`config.mk`:
```
export PLATFORM = sky130hd
export DESIGN_NAME = prpc_top
export DESIGN_NICKNAME = d
export VERILOG_FILES = /design/src/pkg/prpc_pkg.sv /design/src/logic/prpc_ref_div.sv /design/src/logic/prpc_top.sv
export VERILOG_INCLUDE_DIRS = /design/src /design/src/pkg
export SDC_FILE = /design/constraint.sdc
export NUM_CORES = 1
export LEC_CHECK = 0
export ABC_AREA = 0
export BUFFER_PORTS_ARGS = -buffer_cell sky130_fd_sc_hd__buf_2
export CORE_ASPECT_RATIO = 1.2
export CORE_MARGIN = 1.5
export CORE_UTILIZATION = 42
export CTS_BUF_LIST = sky130_fd_sc_hd__clkbuf_16
export CTS_CLUSTER_DIAMETER = 100
export DETAILED_ROUTE_END_ITERATION = 12
export PLACE_DENSITY_LB_ADDON = 0.05
export REMOVE_ABC_BUFFERS = 1
export SETUP_SLACK_MARGIN = 0.4
export SLEW_MARGIN = 20
export SYNTH_ARGS = -nofsm -noshare
export SYNTH_HDL_FRONTEND = slang
export SYNTH_SLANG_ARGS = --single-unit
```
`constraint.sdc`:
```
create_clock -name ref_clk -period 1.8 [get_ports ref_clk]
set_clock_uncertainty 0.1 [all_clocks]
set_input_delay 0.45 -clock ref_clk [delete_from_list [all_inputs] [get_ports ref_clk]]
set_output_delay 0.45 -clock ref_clk [all_outputs]
set_load 0.005 [all_outputs]
```
`src/pkg/prpc_map.svh`:
```
/*
 Register map and field layout of the reference-path configuration word.
 Assumes an AHB-Lite slave with one aligned 32-bit word per register.
*/
// Overview of operation
// - Writing 1 to bit 22 holds the reference input divider in reset; 0 lets it run.
// - Field [21:20] sets the input division: bypass, divide by 2, 4 or 8.
// - The divider ratio reaches the PLL reference only when bit 17 is 1.
// - Bit 19 picks the feedthrough path (0) or doubler path (1) when enabled and bit 17 is 0.
// - Bit 18 enables the PLL, whose output then becomes the system clock.
// - Bit 17 picks feedthrough/doubler (0) or divider path (1), only while enabled.
// - Bit 16 picks rising (0) or falling (1) reference edge on the plain feedthrough path.
// - Field [15:8] holds N; the fixed halving in the feedback makes the multiplication 2N.
// - After reset N is 25, a multiplication of 50.
`ifndef PRPC_MAP_SVH
`define PRPC_MAP_SVH
`define PRPC_CFG_INDEX 8'h02
`define PRPC_CFG_ADDR 8'h08
`define PRPC_STAT_ADDR 8'h0c
`define PRPC_DIVRST_BIT 22
`define PRPC_DIV_HI 21
`define PRPC_DIV_LO 20
`define PRPC_DBL_BIT 19
`define PRPC_EN_BIT 18
`define PRPC_DIVSEL_BIT 17
`define PRPC_EDGE_BIT 16
`define PRPC_N_HI 15
`define PRPC_N_LO 8
`define PRPC_N_RESET 8'h19
`define PRPC_WMASK 32'h007fff00
`define PRPC_CFG_RESET 32'h00001900
`define PRPC_DIV_CNT_W 3
`endif

```
`src/pkg/prpc_pkg.sv`:
```
/*
 Types for the reference-path configuration block.
 Assumes the map header is on the include path.
*/
`default_nettype none
package prpc_pkg;
  typedef enum logic [3:0] {
    PRPC_OFF = 4'h1,
    PRPC_THRU = 4'h2,
    PRPC_DOUBLE = 4'h4,
    PRPC_DIVIDE = 4'h8
  } prpc_path_e;
  typedef logic [1:0] prpc_div_t;
endpackage
`default_nettype wire

```
`src/logic/prpc_ref_div.sv`:
```
/*
 Reference input divider: a counter of ref_edge pulses whose taps give /2, /4, /8.
 Assumes the reference is sampled on ref_clk and already synchronised.
*/
`include "prpc_map.svh"
`default_nettype none
module prpc_ref_div (
  input wire logic ref_clk,
  input wire logic rst,
  input wire logic div_rst,
  input wire logic ref_edge,
  input wire prpc_pkg::prpc_div_t ratio,
  output logic div_out
);
  import prpc_pkg::*;
  logic [`PRPC_DIV_CNT_W-1:0] cnt_q;
  logic tap;
  always_ff @(posedge ref_clk) begin
    if (rst || div_rst) begin
      cnt_q <= '0;
    end else if (ref_edge) begin
      cnt_q <= cnt_q + 3'h1;
    end
  end
  // Tap per ratio; 00 holds the tap at 0, and prpc_top takes the bypass path itself
  assign tap = (ratio == 2'h1) ? cnt_q[0] :
               (ratio == 2'h2) ? cnt_q[1] :
               (ratio == 2'h3) ? cnt_q[2] : 1'b0;
  always_ff @(posedge ref_clk) begin
    if (rst || div_rst) begin
      div_out <= 1'b0;
    end else begin
      div_out <= tap;
    end
  end
endmodule
`default_nettype wire

```
`src/logic/prpc_top.sv`:
```
/*
 Reference-path configuration word with AHB-Lite slave and path steering.
 Assumes a single master, single word transfers, and an external reference
 level arriving asynchronously on ref_in.
*/
// Chosen here: register access over AHB-Lite.
`include "prpc_map.svh"
`default_nettype none
module prpc_top (
  input wire logic ref_clk,
  input wire logic rst,
  input wire logic hsel,
  input wire logic [7:0] haddr,
  input wire logic [1:0] htrans,
  input wire logic hwrite,
  input wire logic [2:0] hsize,
  input wire logic [31:0] hwdata,
  input wire logic hready,
  output logic [31:0] hrdata,
  output logic hreadyout,
  output logic hresp,
  input wire logic ref_in,
  output logic pll_enable,
  output logic sysclk_from_pll,
  output logic [7:0] fb_div_n,
  output logic [8:0] fb_mult_total,
  output logic [3:0] pll_path,
  output logic ref_falling,
  output logic div_held,
  output logic pll_ref
);
  import prpc_pkg::*;
  logic [31:0] cfg_q, cfg_d;
  logic wr_pend_q, rd_pend_q;
  logic [7:0] addr_q;
  logic [31:0] rdata_d;
  logic ref_s1_q, ref_s2_q, ref_s3_q;
  logic div_tick;
  prpc_path_e path_d;
  logic ref_sel_d;
  wire addr_ph = hsel && hready && htrans[1];
  wire hit_cfg = (addr_q == `PRPC_CFG_ADDR);
  wire hit_stat = (addr_q == `PRPC_STAT_ADDR);
  wire en = cfg_q[`PRPC_EN_BIT];
  wire divsel = cfg_q[`PRPC_DIVSEL_BIT];
  wire dbl = cfg_q[`PRPC_DBL_BIT];
  wire edge_sel = cfg_q[`PRPC_EDGE_BIT];
  wire rise_ev = ref_s2_q && !ref_s3_q;
  wire fall_ev = !ref_s2_q && ref_s3_q;
  // Masked write keeps the top bits at zero
  assign cfg_d = (wr_pend_q && hit_cfg) ? (hwdata & `PRPC_WMASK) : cfg_q;
  always_ff @(posedge ref_clk) begin
    if (rst) begin
      cfg_q <= `PRPC_CFG_RESET;
    end else begin
      cfg_q <= cfg_d;
    end
  end
  always_ff @(posedge ref_clk) begin
    if (rst) begin
      wr_pend_q <= 1'b0;
      rd_pend_q <= 1'b0;
      addr_q <= 8'h00;
    end else begin
      wr_pend_q <= addr_ph && hwrite;
      rd_pend_q <= addr_ph && !hwrite;
      addr_q <= addr_ph ? haddr : addr_q;
    end
  end
  // Read mux; unmapped addresses read zero, response always OKAY
  wire [31:0] stat_word = {28'h0000000, pll_path};
  always_comb begin
    if (hit_cfg) begin
      rdata_d = cfg_q;
    end else if (hit_stat) begin
      rdata_d = stat_word;
    end else begin
      rdata_d = 32'h00000000;
    end
  end
  always_ff @(posedge ref_clk) begin
    if (rst) begin
      hrdata <= 32'h00000000;
      hreadyout <= 1'b1;
      hresp <= 1'b0;
    end else begin
      hrdata <= (addr_ph && !hwrite) ? 32'h00000000 : (rd_pend_q ? rdata_d : hrdata);
      hreadyout <= !(addr_ph && !hwrite);
      hresp <= 1'b0;
    end
  end
  // Read needs one wait state so hrdata comes from a flop
  // Reference level crosses into ref_clk; s1 feeds only s2
  always_ff @(posedge ref_clk) begin
    if (rst) begin
      ref_s1_q <= 1'b0;
      ref_s2_q <= 1'b0;
      ref_s3_q <= 1'b0;
    end else begin
      ref_s1_q <= ref_in;
      ref_s2_q <= ref_s1_q;
      ref_s3_q <= ref_s2_q;
    end
  end
  prpc_ref_div u_div (
    .ref_clk(ref_clk),
    .rst(rst),
    .div_rst(cfg_q[`PRPC_DIVRST_BIT]),
    .ref_edge(rise_ev),
    .ratio(cfg_q[`PRPC_DIV_HI:`PRPC_DIV_LO]),
    .div_out(div_tick)
  );
  // Path steering; selections only matter with the PLL enabled
  always_comb begin
    if (!en) begin
      path_d = PRPC_OFF;
    end else if (divsel) begin
      path_d = PRPC_DIVIDE;
    end else if (dbl) begin
      path_d = PRPC_DOUBLE;
    end else begin
      path_d = PRPC_THRU;
    end
  end
  wire bypass = (cfg_q[`PRPC_DIV_HI:`PRPC_DIV_LO] == 2'h0);
  always_comb begin
    case (path_d)
      PRPC_DIVIDE: ref_sel_d = bypass ? ref_s2_q : div_tick;
      PRPC_DOUBLE: ref_sel_d = rise_ev || fall_ev;
      PRPC_THRU: ref_sel_d = edge_sel ? !ref_s2_q : ref_s2_q;
      default: ref_sel_d = 1'b0;
    endcase
  end
  wire [8:0] mult = {cfg_q[`PRPC_N_HI:`PRPC_N_LO], 1'b0};
  always_ff @(posedge ref_clk) begin
    if (rst) begin
      pll_enable <= 1'b0;
      sysclk_from_pll <= 1'b0;
      fb_div_n <= `PRPC_N_RESET;
      fb_mult_total <= {`PRPC_N_RESET, 1'b0};
      pll_path <= PRPC_OFF;
      ref_falling <= 1'b0;
      div_held <= 1'b0;
      pll_ref <= 1'b0;
    end else begin
      pll_enable <= en;
      sysclk_from_pll <= en;
      fb_div_n <= cfg_q[`PRPC_N_HI:`PRPC_N_LO];
      fb_mult_total <= mult;
      pll_path <= path_d;
      ref_falling <= (path_d == PRPC_THRU) && edge_sel;
      div_held <= cfg_q[`PRPC_DIVRST_BIT];
      pll_ref <= ref_sel_d;
    end
  end
endmodule
`default_nettype wire

```
==> impl_metrics.xml <==
<?xml version="1.0" encoding="UTF-8"?>
<metrics>
  <group name="outcome">
    <metric name="status" unit="">complete, no violations</metric>
  </group>
  <group name="synthesis">
    <metric name="synth.area.top_cells" unit="">dfxtp_1 (51%), buf_4 (7.0%), nand2b_1 (6.5%)</metric>
    <metric name="synth_top_area_cell" unit="">dfxtp_1</metric>
    <metric name="synthAdderAreaFrac" unit="%">0.933</metric>
    <metric name="synth_compound_area_share" unit="%">8.17</metric>
    <metric name="synth_enable_flop_cells" unit="">0</metric>
    <metric name="synth_simple_gate_area_share" unit="%">23.3</metric>
    <metric name="unique_cell_type_count_in_the_yosys_netlist" unit="">36</metric>
    <metric name="synth_common_cells" unit="">dfxtp_1 (68), a21oi_1 (30), nand2b_1 (28), buf_4 (25), nand4_1 (20)</metric>
    <metric name="synth_cells" unit="">281</metric>
    <metric name="synthMostInstantiatedCell" unit="">dfxtp_1</metric>
    <metric name="synth_area_per_cell" unit="um^2">9.54</metric>
    <metric name="muxShareOfSynthArea" unit="%">5.18</metric>
    <metric name="yosysSeqAreaShare" unit="%">50.8</metric>
    <metric name="synth_area" unit="um^2">2680</metric>
    <metric name="ys_warns" unit="">0</metric>
    <metric name="ff_latch_count_synth" unit="">68</metric>
    <metric name="synthXorXnorAreaFrac" unit="%">0.980</metric>
    <metric name="ys.flop_type" unit="">dfxtp_1</metric>
    <metric name="asyncSetResetFlopFracSynth" unit="%">0</metric>
    <metric name="main_combinational_cell_family_by_area_after_synthesis" unit="">simple AND/OR/NAND/NOR gates</metric>
    <metric name="synth_top_area_share" unit="%">50.8</metric>
  </group>
  <group name="worst_setup_path">
    <metric name="worstReg2RegEnd" unit="">cfg_q[14]$_SDFFE_PP0P_</metric>
    <metric name="timing_worst_setup_path_type" unit="">reg2reg</metric>
    <metric name="ff_to_ff_setup_slack" unit="ps">240</metric>
    <metric name="crit_path_end_kind" unit="">flip-flop</metric>
    <metric name="start_kind" unit="">flip-flop</metric>
    <metric name="crit_end" unit="">cfg_q[14]$_SDFFE_PP0P_</metric>
    <metric name="worstPathMaxFanout" unit="">8</metric>
    <metric name="required" unit="ps">1910</metric>
    <metric name="crit_start" unit="">addr_q[5]$_SDFFE_PP0N_</metric>
    <metric name="reg2reg_from" unit="">addr_q[5]$_SDFFE_PP0N_</metric>
    <metric name="reg2reg_depth" unit="">4</metric>
    <metric name="worst_ep_arrival_time" unit="ps">1660</metric>
  </group>
  <group name="drt">
    <metric name="top_layer_used" unit="">met4</metric>
    <metric name="drt_first_iter_violations" unit="">102</metric>
    <metric name="detail_route.wirelength" unit="mm">5.54</metric>
    <metric name="ant_nets" unit="">0</metric>
    <metric name="dr_wl_met3" unit="um">211</metric>
    <metric name="drt-vias-per-instance" unit="">4.77</metric>
    <metric name="drt_pass_1_iters" unit="">4</metric>
    <metric name="vias" unit="">2084</metric>
    <metric name="detailroute.wirelength.met2" unit="mm">2.72</metric>
    <metric name="drc" unit="">0</metric>
    <metric name="wl_met1" unit="mm">2.49</metric>
    <metric name="route.detailed.wl_per_inst" unit="um">12.7</metric>
  </group>
  <group name="timing">
    <metric name="timing.final.ws_setup" unit="ps">244</metric>
    <metric name="layout_worst_path_cycle_share" unit="%">86.5</metric>
    <metric name="maxClockFrequency" unit="MHz">642</metric>
    <metric name="rsz0062_at_grt" unit="">true</metric>
    <metric name="report.final.hold_viol_count" unit="">0</metric>
    <metric name="finalSetupViolations" unit="">0</metric>
    <metric name="min_period" unit="ps">1560</metric>
    <metric name="drv_slew" unit="">0</metric>
    <metric name="relSlewSlack" unit="%">65.6</metric>
    <metric name="worst_pin_slew" unit="ps">515</metric>
    <metric name="hold-worst-slack" unit="ps">241</metric>
  </group>
  <group name="finish">
    <metric name="fillers" unit="">608</metric>
    <metric name="antenna_cells" unit="">0</metric>
    <metric name="finish.utilization" unit="%">55.5</metric>
    <metric name="finalNetCount" unit="">403</metric>
    <metric name="layout.cells.non_filler" unit="">437</metric>
    <metric name="layout-drive-gt1-share" unit="%">32.7</metric>
    <metric name="area_delta_synth_final" unit="%">26.1</metric>
  </group>
  <group name="clocking">
    <metric name="clock_tree.buffer_depth" unit="">2</metric>
    <metric name="clkTransAtPathRegs" unit="ps">50</metric>
    <metric name="cts_tree" unit="">yes</metric>
    <metric name="clk_root_buffer_cell" unit="">clkbuf_16</metric>
    <metric name="h-tree-depth" unit="">3</metric>
    <metric name="clkSinkCount" unit="">68</metric>
    <metric name="cts_buffers" unit="">9</metric>
    <metric name="clock_insertion_delay_worst_skew" unit="ps">320</metric>
  </group>
  <group name="global_route">
    <metric name="grt_start_max_net_pins" unit="">35</metric>
    <metric name="number_of_antenna_violations_at_the_first_check_in_global_routing" unit="">0</metric>
    <metric name="first_global_vias" unit="">1939</metric>
    <metric name="overall_fraction_of_global_route_tracks_in_use" unit="%">17.0</metric>
    <metric name="grt_overflow_total" unit="">0</metric>
    <metric name="grt_pass1_wl" unit="mm">9.23</metric>
  </group>
  <group name="power">
    <metric name="power_density" unit="nW/um^2">935</metric>
    <metric name="power.ir.vdd_worst" unit="V">0.000550</metric>
    <metric name="total_leakage_power" unit="nW">1.44</metric>
  </group>
  <group name="placed_design">
    <metric name="place_hpwl" unit="mm">3.71</metric>
    <metric name="pre_cts_slack" unit="ps">54.2</metric>
    <metric name="dpl.cell_count" unit="">419</metric>
    <metric name="placement.io_buffers" unit="">74</metric>
    <metric name="finalWeightedCongestion" unit="">0.720</metric>
  </group>
  <group name="die">
    <metric name="dieWidth" unit="um">75.9</metric>
    <metric name="core.rowCount" unit="">31</metric>
    <metric name="ios" unit="">111</metric>
    <metric name="start_util" unit="%">44.0</metric>
    <metric name="core_area" unit="um^2">6090</metric>
    <metric name="die_h" unit="um">90.5</metric>
    <metric name="die_area" unit="um^2">6870</metric>
  </group>
  <group name="run">
    <metric name="drv.max_cap_violation_count" unit="">0</metric>
  </group>
  <group name="worst_hold_path">
    <metric name="timing.hold.worst.class" unit="">in2reg</metric>
  </group>
</metrics>
==> final cells by class <==
cell class                 count  area, um^2  share of cell area, %
clock buffer                   9         225                   6.66
clock inverter                 7        28.8                  0.851
inverter                       5        18.8                  0.555
multi-input combinational    180        1150                   34.0
sequential                    68        1370                   40.4
tap                           82         103                   3.03
timing repair buffer          86         492                   14.5
==> where the power goes <==
part           leakage [nW]  total (mW)  internal (mW)  switching, mW
registers             0.551        1.53           1.52         0.0100
logic                 0.752       0.158         0.0674         0.0908
clock network         0.142        1.47          0.899          0.574
total                  1.44        3.16           2.49          0.675
==> metal layers <==
metal | GRT usage [%] | vias up
met5 | 0 | -
met4 | 8.33 | 0
met3 | 3.84 | 10
met2 | 27.9 | 50
met1 | 21.0 | 967
li1 | - | 1057
==> metrics by stage <==
step                      total power, mW  TNS, ps  instance area, um^2
after floorplan                      1.63   -28020                 2470
after global placement               1.71        0                 3040
after detailed placement             1.71        0                 3040
after CTS                            3.20        0                 3350
after global routing                 3.30        0                 3380
final                                3.16        0                 3380
==> cell usage in the layout, fill, tap and decap left out, types with 2 or more instances in the layout <==
master / count
buf_2: 74
dfxtp_1: 64
a21oi_1: 30
nand2b_1: 28
nand4_1: 20
nand2_1: 19
nor2b_1: 16
conb_1: 15
inv_1: 9
clkbuf_16: 9
buf_4: 7
mux2i_1: 6
mux2_4: 6
nor2_1: 5
nor3_1: 4
dfxtp_2: 4
or2_2: 3
a31oi_1: 3
buf_6: 3
nor3b_1: 2
and2_1: 2
and3_1: 2
xor2_1: 2
o21ai_0: 2
a211oi_1: 2
ha_1: 2
clkinv_2: 2
==> critical path, stage by stage, from the launching register on <==
cell and delay (ps):
dfxtp_2 330, nor4_4 300, and3_4 260, buf_8 150, mux2_4 300
==> worst min-delay path by stage <==
stage | to | startpoint | depth (start not counted) | slack, ps
5_1_grt | addr_q[4]$_SDFFE_PP0N_ | haddr[4] | 3 | 260
3_3_place_gp | ref_s2_q$_SDFF_PP0_ | ref_s1_q$_SDFF_PP0_ | 1 | 320
4_1_cts | ref_s1_q$_SDFF_PP0_ | ref_in | 2 | 230
3_5_place_dp | ref_s2_q$_SDFF_PP0_ | ref_s1_q$_SDFF_PP0_ | 1 | 330
6_report | ref_s1_q$_SDFF_PP0_ | ref_in | 2 | 240
2_1_floorplan | ref_s2_q$_SDFF_PP0_ | ref_s1_q$_SDFF_PP0_ | 1 | 310
==> kinds of logic (layout without fill, tap and decap cells) <==
logic type,Yosys count,count (layout)
and+or+nand+nor,107,107
xor gates and xnor gates,3,3
other,1,15
adders and majority gates,2,2
AOI/OAI and AO/OA,40,40
DFF,68,68
muxes,13,13
buffers and inverters,47,107
==> sequential cells by signal, indices dropped and copies added (netlist names), 3 cells and up <==
signal         count
pll_path           4
fb_mult_total      8
cfg_q             15
u_div.cnt_q        3
addr_q             8
hrdata            19
==> repair_timing <==
action                     CTS  global route
setup endpoints to repair   17            34
resized for setup           12             7
pin swaps                    3             2
hold buffers                 0             0
buffers inserted             1             1
hold endpoints to repair     0             0
cloned                       0             0
Note: power is estimated with default switching activity, not from simulation.
